File: config.mk
export PLATFORM = sky130hd
export DESIGN_NAME = eptpc_ctl
export DESIGN_NICKNAME = d
export VERILOG_FILES = /design/src/hw/eptpc_pkg.sv /design/src/hw/eptpc_tracker.sv /design/src/hw/eptpc_ctl.sv
export VERILOG_INCLUDE_DIRS = /design/src /design/src/hw
export SDC_FILE = /design/constraint.sdc
export NUM_CORES = 1
export LEC_CHECK = 0
export BUFFER_PORTS_ARGS = -buffer_cell sky130_fd_sc_hd__buf_2
export CAP_MARGIN = 5
export CORE_MARGIN = 2
export CORE_UTILIZATION = 25
export DETAILED_ROUTE_END_ITERATION = 7
export PLACE_DENSITY_LB_ADDON = 0.05
export SLEW_MARGIN = 0
export SYNTH_ARGS = -nofsm -noshare
export SYNTH_HDL_FRONTEND = slang
export SYNTH_SLANG_ARGS = --single-unit
File: constraint.sdc
create_clock -name ref_clk -period 3.9 [get_ports ref_clk]
set_input_delay 0.39 -clock ref_clk [delete_from_list [all_inputs] [get_ports ref_clk]]
set_output_delay 0.39 -clock ref_clk [all_outputs]
set_load 0.02 [all_outputs]
File: src/hw/eptpc_map.svh
`ifndef EPTPC_MAP_SVH
`define EPTPC_MAP_SVH

// ------------------------------------------------------------
// Sizes
// ------------------------------------------------------------
`define EPTPC_PAGES 16
`define EPTPC_IDX_W 4
`define EPTPC_CPUS 4

// ------------------------------------------------------------
// Page type codes
// ------------------------------------------------------------
`define EPTPC_TYPE_REG 3'h0
`define EPTPC_TYPE_TCS 3'h1
`define EPTPC_TYPE_ENCLAVE_CONTROL_STRUCTURE 3'h2
`define EPTPC_TYPE_VA 3'h3
`define EPTPC_TYPE_TRIM 3'h4

// ------------------------------------------------------------
// Operation codes
// ------------------------------------------------------------
`define EPTPC_OP_NONE 3'h0
`define EPTPC_OP_TYPE 3'h1
`define EPTPC_OP_RESTRICT 3'h2
`define EPTPC_OP_EXTEND 3'h3
`define EPTPC_OP_ACCEPT 3'h4
`define EPTPC_OP_TRACK 3'h5
`define EPTPC_OP_REMOVE 3'h6
`define EPTPC_OP_ALLOC 3'h7

// ------------------------------------------------------------
// Reset values
// ------------------------------------------------------------
`define EPTPC_PERM_NONE 3'h0
`endif

File: src/hw/eptpc_pkg.sv
`include "eptpc_map.svh"
package eptpc_pkg;
    typedef logic [2:0] eptpc_type_t;
    typedef logic [2:0] eptpc_perm_t;
    typedef logic [2:0] eptpc_op_t;
    typedef logic [`EPTPC_IDX_W-1:0] eptpc_idx_t;
    typedef enum logic [1:0] {
        EPTPC_TRK_IDLE = 2'b00,
        EPTPC_TRK_WAIT = 2'b01,
        EPTPC_TRK_DONE = 2'b10
    } eptpc_trk_t;
endpackage : eptpc_pkg

File: src/hw/eptpc_tracker.sv
`include "eptpc_map.svh"
module eptpc_tracker
    import eptpc_pkg::*;
(
    // Clock and reset.
    input wire logic ref_clk,
    input wire logic nrst,
    // Control.
    input wire logic arm,
    input wire logic start,
    input wire logic [`EPTPC_CPUS-1:0] cpu_exited,
    // Status.
    output logic done
);
    // ------------------------------------------------------------
    // Epoch tracking
    // ------------------------------------------------------------
    // An arm restarts the epoch so a change made after tracking began is never covered by it.
    eptpc_trk_t state;
    eptpc_trk_t next_state;
    logic [`EPTPC_CPUS-1:0] pending;
    logic [`EPTPC_CPUS-1:0] next_pending;
    logic [`EPTPC_CPUS-1:0] pend_left;

    always_comb begin
        pend_left = pending & ~cpu_exited;
        next_state = state;
        next_pending = pending;
        if (arm) begin
            next_state = EPTPC_TRK_IDLE;
            next_pending = '0;
        end else begin
            case (state)
                EPTPC_TRK_IDLE: begin
                    if (start) begin
                        next_state = EPTPC_TRK_WAIT;
                        next_pending = '1;
                    end
                end
                EPTPC_TRK_WAIT: begin
                    next_pending = pend_left;
                    if (pend_left == '0) begin
                        next_state = EPTPC_TRK_DONE;
                    end
                end
                EPTPC_TRK_DONE: begin
                    next_state = EPTPC_TRK_DONE;
                end
                default: begin
                    next_state = EPTPC_TRK_IDLE;
                end
            endcase
        end
    end

    always_ff @(posedge ref_clk) begin
        if (!nrst) begin
            state <= EPTPC_TRK_IDLE;
            pending <= '0;
            done <= 1'b0;
        end else begin
            state <= next_state;
            pending <= next_pending;
            done <= (next_state == EPTPC_TRK_DONE);
        end
    end
endmodule : eptpc_tracker

File: src/hw/eptpc_ctl.sv
`include "eptpc_map.svh"
module eptpc_ctl
    import eptpc_pkg::*;
(
    // Clock and reset.
    input wire logic ref_clk,
    input wire logic nrst,
    // Leaf operation request.
    input wire logic op_valid,
    input wire logic [2:0] op_code,
    input wire logic [`EPTPC_IDX_W-1:0] op_page,
    input wire logic [2:0] op_type,
    input wire logic [2:0] op_perm,
    // Logical processor exits.
    input wire logic [`EPTPC_CPUS-1:0] cpu_exited,
    // Enclave access check.
    input wire logic acc_valid,
    input wire logic [`EPTPC_IDX_W-1:0] acc_page,
    input wire logic [2:0] acc_rwx,
    input wire logic acc_tlb_hit,
    input wire logic [2:0] acc_tlb_perm,
    // Operation result.
    output logic op_done,
    output logic op_ok,
    // Access result.
    output logic acc_done,
    output logic acc_grant,
    output logic acc_fault,
    output logic tlb_flush,
    // Page state view.
    output logic [`EPTPC_PAGES-1:0] page_valid,
    output logic [`EPTPC_PAGES-1:0] page_pending
);
    // ------------------------------------------------------------
    // Page map storage
    // ------------------------------------------------------------
    logic [`EPTPC_PAGES-1:0] valid;
    logic [`EPTPC_PAGES-1:0] pend;
    logic [`EPTPC_PAGES-1:0] modified;
    eptpc_type_t ptype [`EPTPC_PAGES];
    eptpc_perm_t perm [`EPTPC_PAGES];
    logic [`EPTPC_PAGES-1:0] next_valid;
    logic [`EPTPC_PAGES-1:0] next_pend;
    logic [`EPTPC_PAGES-1:0] next_modified;
    eptpc_type_t next_ptype [`EPTPC_PAGES];
    eptpc_perm_t next_perm [`EPTPC_PAGES];

    // ------------------------------------------------------------
    // Result registers
    // ------------------------------------------------------------
    logic next_op_done;
    logic next_op_ok;
    logic next_acc_done;
    logic next_acc_grant;
    logic next_acc_fault;
    logic next_tlb_flush;

    // Tracking control.
    logic trk_arm;
    logic trk_start;
    logic trk_done;

    // One tracker serves every page; a change on any page restarts the epoch for all of them.
    eptpc_tracker u_tracker (
        .ref_clk(ref_clk),
        .nrst(nrst),
        .arm(trk_arm),
        .start(trk_start),
        .cpu_exited(cpu_exited),
        .done(trk_done)
    );

    // Selected entries.
    logic sel_valid;
    logic sel_pend;
    logic sel_mod;
    eptpc_type_t sel_type;
    logic a_valid;
    eptpc_type_t a_type;
    eptpc_perm_t a_perm;
    logic op_hit;
    logic chg_type;
    logic chg_restrict;
    // Derived entry conditions, named once so the decode and the access check read alike.
    logic sel_trim;
    logic sel_trimmable;
    logic sel_accept_ok;
    logic sel_remove_ok;
    logic acc_blocked;
    logic acc_stale;
    logic acc_covered;

    assign sel_valid = valid[op_page];
    assign sel_pend = pend[op_page];
    assign sel_mod = modified[op_page];
    assign sel_type = ptype[op_page];
    assign a_valid = valid[acc_page];
    assign a_type = ptype[acc_page];
    assign a_perm = perm[acc_page];
    assign op_hit = op_valid;
    assign sel_trim = (sel_type == `EPTPC_TYPE_TRIM);
    assign sel_trimmable = (sel_type == `EPTPC_TYPE_REG) || (sel_type == `EPTPC_TYPE_TCS);
    // Accept waits for a finished epoch unless the entry is a fresh allocation that was never reachable.
    assign sel_accept_ok = sel_valid && (sel_pend || (sel_mod && trk_done));
    assign sel_remove_ok = sel_valid && !sel_mod;
    assign acc_blocked = !a_valid || (a_type == `EPTPC_TYPE_TRIM) || pend[acc_page];
    // A translation is stale when it lacks a right the request needs, whatever the map now allows.
    assign acc_stale = acc_tlb_hit && ((acc_rwx & ~acc_tlb_perm) != 3'h0);
    assign acc_covered = ((acc_rwx & ~a_perm) == 3'h0);

    // ------------------------------------------------------------
    // Operation decode
    // ------------------------------------------------------------
    // A new type change or restriction arms a fresh tracking epoch.
    always_comb begin
        chg_type = 1'b0;
        chg_restrict = 1'b0;
        if (op_hit && sel_valid && sel_type != `EPTPC_TYPE_TRIM) begin
            if (op_code == `EPTPC_OP_TYPE
                && (sel_type == `EPTPC_TYPE_REG || sel_type == `EPTPC_TYPE_TCS)) begin
                chg_type = 1'b1;
            end
            if (op_code == `EPTPC_OP_RESTRICT) begin
                chg_restrict = 1'b1;
            end
        end
        trk_arm = chg_type | chg_restrict;
        trk_start = op_hit && (op_code == `EPTPC_OP_TRACK) && !trk_arm;
    end

    always_comb begin
        next_valid = valid;
        next_pend = pend;
        next_modified = modified;
        next_ptype = ptype;
        next_perm = perm;
        next_op_done = op_hit;
        next_op_ok = 1'b0;
        if (op_hit) begin
            case (op_code)
                `EPTPC_OP_TYPE: begin
                    if (chg_type) begin
                        next_ptype[op_page] = op_type;
                        next_modified[op_page] = 1'b1;
                        if (op_type == `EPTPC_TYPE_TCS || op_type == `EPTPC_TYPE_TRIM) begin
                            next_perm[op_page] = `EPTPC_PERM_NONE;
                        end
                        next_op_ok = 1'b1;
                    end
                end
                `EPTPC_OP_RESTRICT: begin
                    if (chg_restrict) begin
                        // Rights only narrow; the page stays reachable meanwhile.
                        next_perm[op_page] = perm[op_page] & op_perm;
                        next_modified[op_page] = 1'b1;
                        next_op_ok = 1'b1;
                    end
                end
                `EPTPC_OP_EXTEND: begin
                    if (sel_valid && !sel_trim) begin
                        next_perm[op_page] = perm[op_page] | op_perm;
                        next_op_ok = 1'b1;
                    end
                end
                `EPTPC_OP_ACCEPT: begin
                    // Accept is refused while any processor may still cache the old view.
                    if (sel_accept_ok) begin
                        next_pend[op_page] = 1'b0;
                        next_modified[op_page] = 1'b0;
                        next_op_ok = 1'b1;
                    end
                end
                `EPTPC_OP_TRACK: begin
                    next_op_ok = trk_start;
                end
                `EPTPC_OP_REMOVE: begin
                    // Removal frees the entry so a trimmed page can be reallocated.
                    if (sel_remove_ok) begin
                        next_valid[op_page] = 1'b0;
                        next_pend[op_page] = 1'b0;
                        next_op_ok = 1'b1;
                    end
                end
                `EPTPC_OP_ALLOC: begin
                    if (!sel_valid) begin
                        next_valid[op_page] = 1'b1;
                        next_pend[op_page] = 1'b1;
                        next_modified[op_page] = 1'b0;
                        next_ptype[op_page] = `EPTPC_TYPE_REG;
                        next_perm[op_page] = op_perm;
                        next_op_ok = 1'b1;
                    end
                end
                default: begin
                    next_op_ok = 1'b0;
                end
            endcase
        end
    end

    // ------------------------------------------------------------
    // Access check
    // ------------------------------------------------------------
    // A cached translation never grants by itself: a hit that covers the request still needs the map to allow it; one that does not is faulted.
    // A stale hit on an unblocked page is faulted and flushed rather than granted from the map, so the retry sees the new rights.
    always_comb begin
        next_acc_done = acc_valid;
        next_acc_grant = 1'b0;
        next_acc_fault = 1'b0;
        next_tlb_flush = 1'b0;
        if (acc_valid) begin
            if (acc_blocked) begin
                next_acc_fault = 1'b1;
            end else if (acc_stale) begin
                next_acc_fault = 1'b1;
                next_tlb_flush = 1'b1;
            end else if (acc_covered) begin
                next_acc_grant = 1'b1;
            end else begin
                next_acc_fault = 1'b1;
            end
        end
    end

    // ------------------------------------------------------------
    // Registers
    // ------------------------------------------------------------
    // Type and rights live in arrays, so each entry is registered by a process of its own.
    genvar gi;
    generate
        for (gi = 0; gi < `EPTPC_PAGES; gi++) begin : g_entry
            always_ff @(posedge ref_clk) begin
                if (!nrst) begin
                    ptype[gi] <= `EPTPC_TYPE_REG;
                    perm[gi] <= `EPTPC_PERM_NONE;
                end else begin
                    ptype[gi] <= next_ptype[gi];
                    perm[gi] <= next_perm[gi];
                end
            end
        end
    endgenerate

    always_ff @(posedge ref_clk) begin
        if (!nrst) begin
            valid <= '0;
            pend <= '0;
            modified <= '0;
        end else begin
            valid <= next_valid;
            pend <= next_pend;
            modified <= next_modified;
        end
    end

    // ------------------------------------------------------------
    // Operation answer registers
    // ------------------------------------------------------------
    // Answers are registered, so each stands for exactly the one cycle after its request.
    always_ff @(posedge ref_clk) begin
        if (!nrst) begin
            op_done <= 1'b0;
            op_ok <= 1'b0;
        end else begin
            op_done <= next_op_done;
            op_ok <= next_op_ok;
        end
    end

    // ------------------------------------------------------------
    // Access answer registers
    // ------------------------------------------------------------
    always_ff @(posedge ref_clk) begin
        if (!nrst) begin
            acc_done <= 1'b0;
            acc_grant <= 1'b0;
            acc_fault <= 1'b0;
            tlb_flush <= 1'b0;
        end else begin
            acc_done <= next_acc_done;
            acc_grant <= next_acc_grant;
            acc_fault <= next_acc_fault;
            tlb_flush <= next_tlb_flush;
        end
    end

    // ------------------------------------------------------------
    // Page state view registers
    // ------------------------------------------------------------
    // The view shows the map as it stands after this edge, so it never lags an answer.
    always_ff @(posedge ref_clk) begin
        if (!nrst) begin
            page_valid <= '0;
            page_pending <= '0;
        end else begin
            page_valid <= next_valid;
            page_pending <= next_pend | next_modified;
        end
    end
endmodule : eptpc_ctl

==> results.json, run 1 <==
{
  "status": "completed",
  "hold_class": "in -> reg",
  "cp-startpoint": "op_page[1]",
  "design.portCount": 70,
  "slew_headroom_pct": 32.3,
  "ys_types": 74,
  "drive_gt1_share_pct": 20.7,
  "crit_arrival_ns": 3.67,
  "critPathMaxFanout": 19,
  "p_per_area_mw_per_mm2": 358,
  "cts_buffer_depth": 2,
  "finalCriticalPeriod_ns": 3.34,
  "die_area_sq_mm": 0.0401,
  "vdd_drop_max_uv": 274,
  "htreeDepth": 4,
  "rsz0062_at_grt": "no",
  "numPortBuffers": 69,
  "dp_cells": 1598,
  "dp_hpwl_mm": 29.5,
  "grt_overflow": 0,
  "netlist_area_sq_mm": 0.00962,
  "synth_top_area_share_pct": 36.0,
  "cap_viol_max_count": 0,
  "grt_usage_pct": 20.3,
  "grt_use_met3_pct": 3.69,
  "cts_root_buf": "clkbuf_16",
  "syn2layout_area_growth_pct": 15.6,
  "place.gp.congestion": 0.837,
  "grt.met1_usage_pct": 28.9,
  "max_freq_mhz": 300,
  "finalClockSkew_ns": 0.0179,
  "dieHeight_um": 200,
  "syn_nets": 1086,
  "p_leak_nw": 4.27,
  "busiest_layer": "met2",
  "crit_path_cell_trace": "buf_2 -> mux4_2 -> mux2_2 -> a211oi_2 -> a221oi_1 -> o21ai_2 -> buf_4 -> nand3_4 -> mux2i_1",
  "route.detailed.drc": 0,
  "syn_inst": 1053,
  "finalNetCount": 1139,
  "synth_edf_count": 0,
  "end_kind": "register",
  "grt_max_degree": 53,
  "crit_buf_inv": 2,
  "clkTransAtPathRegs_ns": 0.07,
  "setup_viol": 0,
  "routed_via_density": 5.09,
  "hold_buffers": 0,
  "ys.flop_type": "dfxtp_1",
  "cts_resized": 0,
  "slew_violations": 0,
  "grt_util_met2_pct": 30.3,
  "cts_tree": "done",
  "r2r_start": "ptype[20]$_SDFFE_PN0P_",
  "cp.required_ns": 4.23,
  "antenna_found_initial": 1,
  "vias": 8309,
  "synth.most_common_cell": "nand2_1",
  "slowest_stage": "o21ai_2",
  "avgSynthCellArea_sq_um": 9.13,
  "yosys_register_bits": 173,
  "drt-pass1-iter-count": 6,
  "min-delay-start": "acc_valid",
  "cts_setup_buffers": 0,
  "fin_cells": 1633,
  "yosysSeqAreaShare_pct": 36.0,
  "grt_pass1_wl_mm": 59.3,
  "placementRows": 71,
  "first_iter_violations": 676,
  "fin_tns_setup_ns": 0,
  "drt-total-wl_mm": 40.1,
  "wire_per_inst_um": 24.6,
  "numCtsBuffers": 17,
  "critPathKind": "in -> reg",
  "worstSkewPairLatency_ns": 0.46,
  "ys_async_sr_fraction_pct": 0,
  "start_util_pct": 25.5,
  "ant_nets": 0,
  "yosys_warnings": 0,
  "hold_violations": 0,
  "cp-start-kind": "primary input",
  "core_sq_mm": 0.0378,
  "slowest_delay_ns": 0.82,
  "first_global_vias": 8290,
  "fin_crit_sh_pct": 85.5,
  "synth_largest_area_cell": "dfxtp_1",
  "cts.sinks": 173,
  "synth_top_cells_by_count": "nand2_1, dfxtp_1, nor2_1",
  "synthTopCellsByArea": "dfxtp_1, mux2i_1, mux4_2",
  "cpLargestDelayFamily": "compound AO/OA/AOI/OAI gates",
  "die_x_um": 200,
  "tightest_slew_ns": 1.02
}
[worst register-to-register path, cell delays in order, from the launching register on]
cell and delay [ns]:
dfxtp_1 0.35, mux4_2 0.46, mux2_2 0.32, a211oi_2 0.28, a221oi_1 0.18, o21ai_2 0.82, buf_4 0.35, nand3_4 0.12
mux2i_1 0.14
[stage by stage]
| stage | cell area, sq um | util [%] | hold WS, ns | total power [W] | setup slack, ns |
|---|---|---|---|---|---|
| finish | 11100 | 29.5 | 0.204 | 0.00398 | 0.564 |
| detailed placement | 10500 | 27.9 | 0.450 | 0.00224 | 0.108 |
| floorplan | 9620 | - | 0.436 | 0.00208 | 1.24 |
| global placement | 10500 | 27.9 | 0.450 | 0.00224 | 0.167 |
| global route | 11100 | 29.4 | 0.208 | 0.00413 | 0.471 |
| CTS | 11100 | 29.4 | 0.179 | 0.00405 | 0.594 |
[kinds of logic (layout without fill, tap and decap cells)]
group                      after synthesis  after routing  share of synthesized area (%)
muxes                                  167            167                           23.8
AOI/OAI and AO/OA                      190            190                           13.4
DFF                                    173            173                           36.0
buffers and inverters                   88            154                           4.37
and+or+nand+nor                        432            432                           22.0
adders and majority gates                2              2                          0.312
other                                    0              3                              0
xor gates and xnor gates                 1              1                         0.0911
[power breakdown]
group / switching [W] / internal [W]
clock: 0.000808 / 0.000982
sequential: 0.00000661 / 0.00177
combinational: 0.000302 / 0.000112
total: 0.00112 / 0.00287
[layout by cell type (no fill, tap or decap), types with 12 or more instances in the layout]
cell,instances
o21ai_0,42
dfxtp_1,173
inv_1,17
nor2_1,121
a21oi_1,56
nand2_1,186
clkbuf_16,17
mux4_2,44
nand3_1,23
buf_2,68
mux2i_1,115
nor2b_1,12
a41oi_1,12
buf_4,34
nor3_1,23
[worst paths after layout]
check                                      end  slack [ns]  depth (start not counted)
max                      perm[17]$_SDFFE_PN0P_        0.56                          9
min                        acc_done$_SDFF_PN0_        0.20                          2
max reg2reg              perm[17]$_SDFFE_PN0P_        0.76                          8
min reg2reg  u_tracker.pending[2]$_SDFFE_PP0P_        0.46                          2
[registers in the layout, summed over array words and instances, names as in the netlist, named ones only]
register,flops
perm,48
ptype,48
modified,16
page_pending,16
pend,16
u_tracker.pending,4
u_tracker.state,2
acc_done,1
acc_fault,1
acc_grant,1
op_done,1
op_ok,1
tlb_flush,1
u_tracker.done,1
[area by class of cell]
class	instances	area [sq um]
Antenna cell	3	7.51
Clock inverter	12	138
Sequential cell	173	3460
Tap cell	511	639
Inverter	20	75.1
Fill cell	4038	26600
Clock buffer	20	457
Timing Repair Buffer	102	596
Multi-Input combinational cell	792	5750
[routing by layer]
| metal | part of all wire [%] | vias up |
|---|---|---|
| li1 | - | 3927 |
| met4 | 2.7 | 0 |
| met5 | 0 | - |
| met2 | 44 | 216 |
| met1 | 48 | 4125 |
| met3 | 5.2 | 41 |
Power figures use the tool's default switching activity.
==> run 2, diff against run 1 <==
CELL_PAD_IN_SITES_DETAIL_PLACEMENT = 0   (was default)
CELL_PAD_IN_SITES_GLOBAL_PLACEMENT = 1   (was default)
PLACE_DENSITY = 0.5   (was default)
PLACE_DENSITY_LB_ADDON = default   (was 0.05)
==> results.json, run 2 (synthesis gave the netlist of run 1 again) <==
{
  "die_area_sq_mm": 0.0401,
  "highest_layer": "met4",
  "finalNetCount": 1137,
  "cap_viol_max_count": 0,
  "max_freq_mhz": 323,
  "route.detailed.drc": 0,
  "numPortBuffers": 69,
  "fin_tns_setup_ns": 0,
  "core_sq_mm": 0.0378,
  "critPathMaxFanout": 13,
  "grt_overflow": 0,
  "finalCriticalPeriod_ns": 3.10,
  "cts_root_buf": "clkbuf_16",
  "end_kind": "register",
  "hold_violations": 0,
  "tightest_slew_ns": 0.986,
  "slew_headroom_pct": 34.2,
  "layout_common_cells": "nand2_1, dfxtp_1, nor2_1, mux2i_1, buf_2",
  "p_leak_nw": 4.27,
  "start_util_pct": 25.5,
  "fin_crit_sh_pct": 79.5,
  "status": "completed",
  "worstSkewPairLatency_ns": 0.46,
  "grt_usage_pct": 18.9,
  "first_global_vias": 8140,
  "crit_arrival_ns": 3.42,
  "dp_slack_ns": 0.381,
  "antenna_found_initial": 2,
  "power.total_w": 0.00399,
  "holdWs_ns": 0.218,
  "design.portCount": 70,
  "slew_violations": 0,
  "cts_tree": "done",
  "final_util_pct": 29.5,
  "clkTransAtPathRegs_ns": 0.07,
  "htreeDepth": 4,
  "ant_nets": 0,
  "cts.sinks": 173,
  "dieHeight_um": 200,
  "met2_wirelength_mm": 17.4,
  "cts_buffer_depth": 2,
  "hold_buffers": 0,
  "cts_resized": 0,
  "critPathKind": "reg -> reg",
  "cp-start-kind": "register",
  "final_common_cell": "nand2_1",
  "crit_path_cell_trace": "mux4_1 -> mux2_2 -> mux2i_4 -> nor2_1 -> o21ai_2 -> nand4b_1 -> mux2i_1",
  "first_iter_violations": 666,
  "cts_setup_buffers": 0,
  "drt-pass1-iter-count": 5,
  "hold_class": "in -> reg",
  "vias": 8368,
  "grt_max_degree": 54,
  "cp.required_ns": 4.22,
  "wl_met3_mm": 1.96,
  "place.gp.congestion": 0.840,
  "grt_pass1_wl_mm": 55.9,
  "slowest_delay_ns": 0.76,
  "numCtsBuffers": 17,
  "setup_viol": 0,
  "p_per_area_mw_per_mm2": 359,
  "wire_per_inst_um": 23.2,
  "rsz0062_at_grt": "no",
  "die_x_um": 200,
  "finalWorstSetupSlack_ns": 0.801,
  "drive_gt1_share_pct": 20.4,
  "drt-total-wl_mm": 37.9,
  "vdd_drop_max_uv": 272,
  "dp_hpwl_mm": 27.6,
  "slowest_stage": "o21ai_2",
  "placementRows": 71,
  "syn2layout_area_growth_pct": 15.7,
  "cpLargestDelayFamily": "multiplexers",
  "wirelength_met1_mm": 17.7,
  "routed_via_density": 5.13,
  "crit_buf_inv": 0,
  "finalClockSkew_ns": 0.0147,
  "reg_top3": "perm x48, ptype x48"
}
-- run 2: path summary, 6_finish.rpt --
path                                startpoint                           endpoint  slack (ns)  cells after the start
max                                   register              perm[24]$_SDFFE_PN0P_        0.80                      7
max reg2reg                           register              perm[24]$_SDFFE_PN0P_        0.80                      7
min                                  acc_valid                acc_done$_SDFF_PN0_        0.22                      2
min reg2reg  u_tracker.pending[3]$_SDFFE_PP0P_  u_tracker.pending[3]$_SDFFE_PP0P_        0.46                      2
-- run 2: power breakdown --
part	leakage [nW]	switching (W)	internal [W]	total, W
Clock	0.281	0.000775	0.00103	0.00181
Combinational	2.59	0.000296	0.000110	0.000407
Sequential	1.39	0.00000662	0.00177	0.00178
Total	4.27	0.00108	0.00292	0.00399
-- run 2: cell type report --
class | count | area [sq um]
sequential | 173 | 3460
multi-input combinational | 792 | 5740
antenna | 3 | 7.51
clock inverter | 8 | 106
fill | 4055 | 26600
clock buffer | 24 | 502
timing repair buffer | 100 | 587
inverter | 20 | 75.1
tap | 511 | 639
-- run 2: layer usage --
layer | up-vias | GRT usage (%)
li1 | 3925 | -
met1 | 4125 | 26.0
met2 | 273 | 29.5
met3 | 45 | 4.04
met4 | 0 | 6.26
met5 | - | 0
-- run 2: stage by stage --
| step | area [sq um] | std cells |
|---|---|---|
| finish | 11100 | 1631 |
| detailed placement | 10500 | 1595 |
| CTS | 11100 | 1627 |
| global route | 11100 | 1628 |
| global placement | 10500 | 1595 |
| floorplan | 9620 | 1053 |
==> run 3, diff against run 2 <==
ABC_AREA = 1   (was default)
PLACE_DENSITY = 0.54   (was 0.5)
clock period = 3.1 ns   (was 3.9 ns; I/O delays follow)
==> results.json, run 3 <==
{
  "p_leak_nw": 6.69,
  "core_sq_mm": 0.0486,
  "cts_buffer_depth": 2,
  "antenna-diode-count": 0,
  "layout_common_cells": "nand2_1, nor2_1, inv_1, nand3_1, dfxtp_1",
  "final_util_pct": 29.0,
  "routed_via_density": 4.93,
  "slew_headroom_pct": 35.7,
  "slew_violations": 0,
  "cts_root_buf": "clkbuf_16",
  "syn_nets": 2212,
  "ys.flop_type": "dfxtp_1",
  "cts_tree": "done",
  "end_kind": "register",
  "slowest_delay_ns": 0.38,
  "wirelength_met1_mm": 27.4,
  "die_area_sq_mm": 0.0507,
  "wire_per_inst_um": 20.2,
  "place.gp.congestion": 0.875,
  "route.detailed.drc": 0,
  "numPortBuffers": 69,
  "rsz0062_at_grt": "no",
  "critPathMaxFanout": 11,
  "clkTransAtPathRegs_ns": 0.07,
  "highest_layer": "met4",
  "grt_usage_pct": 22.9,
  "finalCriticalPeriod_ns": 2.62,
  "cpLargestDelayFamily": "simple AND/OR/NAND/NOR gates",
  "cp.required_ns": 3.50,
  "placementRows": 81,
  "cts_resized": 0,
  "cp-startpoint": "ptype[22]$_SDFFE_PN0P_",
  "finalNetCount": 2260,
  "finalClockSkew_ns": 0.0181,
  "first_global_vias": 13100,
  "synth_top_area_share_pct": 28.3,
  "design.portCount": 70,
  "hold_violations": 0,
  "yosysSeqAreaShare_pct": 28.3,
  "setup_viol": 0,
  "start_util_pct": 25.1,
  "synth_edf_count": 0,
  "ant_nets": 0,
  "min-delay-start": "op_valid",
  "hold_buffers": 0,
  "die_x_um": 225,
  "ys_types": 42,
  "crit_arrival_ns": 3.02,
  "max_freq_mhz": 382,
  "yosys_register_bits": 173,
  "drive_gt1_share_pct": 10.0,
  "grt_pass1_wl_mm": 86.2,
  "r2r_start": "ptype[22]$_SDFFE_PN0P_",
  "drt-pass1-iter-count": 6,
  "fin_tns_setup_ns": 0,
  "status": "completed",
  "synthTopCellsByArea": "dfxtp_1, nand2_1, nor2_1",
  "numCtsBuffers": 17,
  "ys_async_sr_fraction_pct": 0,
  "met2_wirelength_mm": 25.6,
  "vdd_drop_max_uv": 424,
  "grt_overflow": 0,
  "avgSynthCellArea_sq_um": 5.61,
  "grt_max_degree": 73,
  "p_per_area_mw_per_mm2": 402,
  "dp_hpwl_mm": 40.7,
  "dieHeight_um": 225,
  "cts.sinks": 173,
  "yosys_warnings": 0,
  "wl_met3_mm": 3.64,
  "first_iter_violations": 1343,
  "worstSkewPairLatency_ns": 0.48,
  "cts_setup_buffers": 0,
  "final_common_cell": "nand2_1",
  "crit_path_frequent_cell": "nand2_1",
  "cap_viol_max_count": 0,
  "tightest_slew_ns": 0.964,
  "synth_largest_area_cell": "dfxtp_1",
  "cp-start-kind": "register",
  "reg_top3": "perm x48, ptype x48",
  "hold_class": "in -> reg",
  "antenna_found_initial": 0,
  "syn2layout_area_growth_pct": 15.3,
  "fin_crit_sh_pct": 84.5,
  "synth.most_common_cell": "nand2_1",
  "drt-total-wl_mm": 57.7,
  "synth_top_cells_by_count": "nand2_1, nor2_1, inv_1",
  "htreeDepth": 4,
  "netlist_area_sq_mm": 0.0122,
  "slowest_stage": "nand4_1",
  "crit_buf_inv": 1,
  "critPathKind": "reg -> reg",
  "vias": 14100,
  "syn_inst": 2179,
  "crit_path_cell_trace": "inv_1 -> o21ai_0 -> nand2_1 -> nand2_1 -> nand2_1 -> nand2_1 -> nor2_1 -> nand3_1 -> nand3_2 -> nand2_4 -> nand4_1 -> nand2_1 -> nand2_1 -> nor2_1"
}
-- run 3: cell count changes after synthesis, sizes merged, moves of 74 or more --
cell   before  now
nand3      33  191
o21ai      44  148
mux2i     116    0
inv        18  235
a21oi      56  130
nor2      129  298
nand2     186  768
-- run 3: worst paths after layout --
kind / end / cells after the start / slack (ns)
worst max-delay path: ptype[7]$_SDFFE_PN0P_ / 14 / 0.48
worst max register to register: ptype[7]$_SDFFE_PN0P_ / 14 / 0.48
worst min register to register: u_tracker.pending[2]$_SDFFE_PP0P_ / 2 / 0.47
worst min-delay path: op_done$_SDFF_PN0_ / 3 / 0.11
-- run 3: power by group --
part | internal [W] | switching [W] | leakage (nW)
combinational | 0.000319 | 0.000781 | 5.02
clock | 0.00112 | 0.00111 | 0.270
sequential | 0.00228 | 0.0000579 | 1.40
-- run 3: per-stage QoR --
step / hold WS (ns) / area, sq um / power (W) / instances / setup slack [ns]
after floorplan: 0.422 / 12200 / 0.00305 / 2179 / 0.778
after global placement: 0.461 / 13500 / 0.00348 / 2830 / 0.152
after detailed placement: 0.466 / 13500 / 0.00348 / 2830 / 0.0940
after CTS: 0.0852 / 14100 / 0.00572 / 2861 / 0.517
after global routing: 0.102 / 14100 / 0.00592 / 2861 / 0.236
final: 0.115 / 14100 / 0.00567 / 2861 / 0.479
-- run 3: layout make-up --
class                           count  area (sq um)
Clock buffer                       17           425
Clock inverter                     14           143
Fill cell                        5601         34500
Inverter                          237           892
Multi-Input combinational cell   1638          7290
Sequential cell                   173          3460
Tap cell                          622           778
Timing Repair Buffer              160          1110
-- run 3: layer usage --
metal  GRT usage [%]  up-vias
met5               0        -
met4            5.87        0
met3            4.03       49
met2            35.9      450
met1            32.1     6614
li1                -     6983
-- run 3: worst register-to-register path: stages (launching register included) --
cell     delay [ns]
dfxtp_1        0.35
inv_1          0.06
o21ai_0        0.25
nand2_1        0.08
nand2_1        0.08
nand2_1        0.05
nand2_1        0.08
nor2_1         0.05
nand3_1        0.31
nand3_2        0.25
nand2_4        0.28
nand4_1        0.39
nand2_1        0.16
nand2_1        0.06
nor2_1         0.10
-- run 3: cells by family after synthesis --
group | share of synthesized area [%]
buffers and inverters | 12.2
and+or+nand+nor | 43.7
adders and majority gates | 0.164
DFF | 28.3
AOI/OAI and AO/OA | 15.6
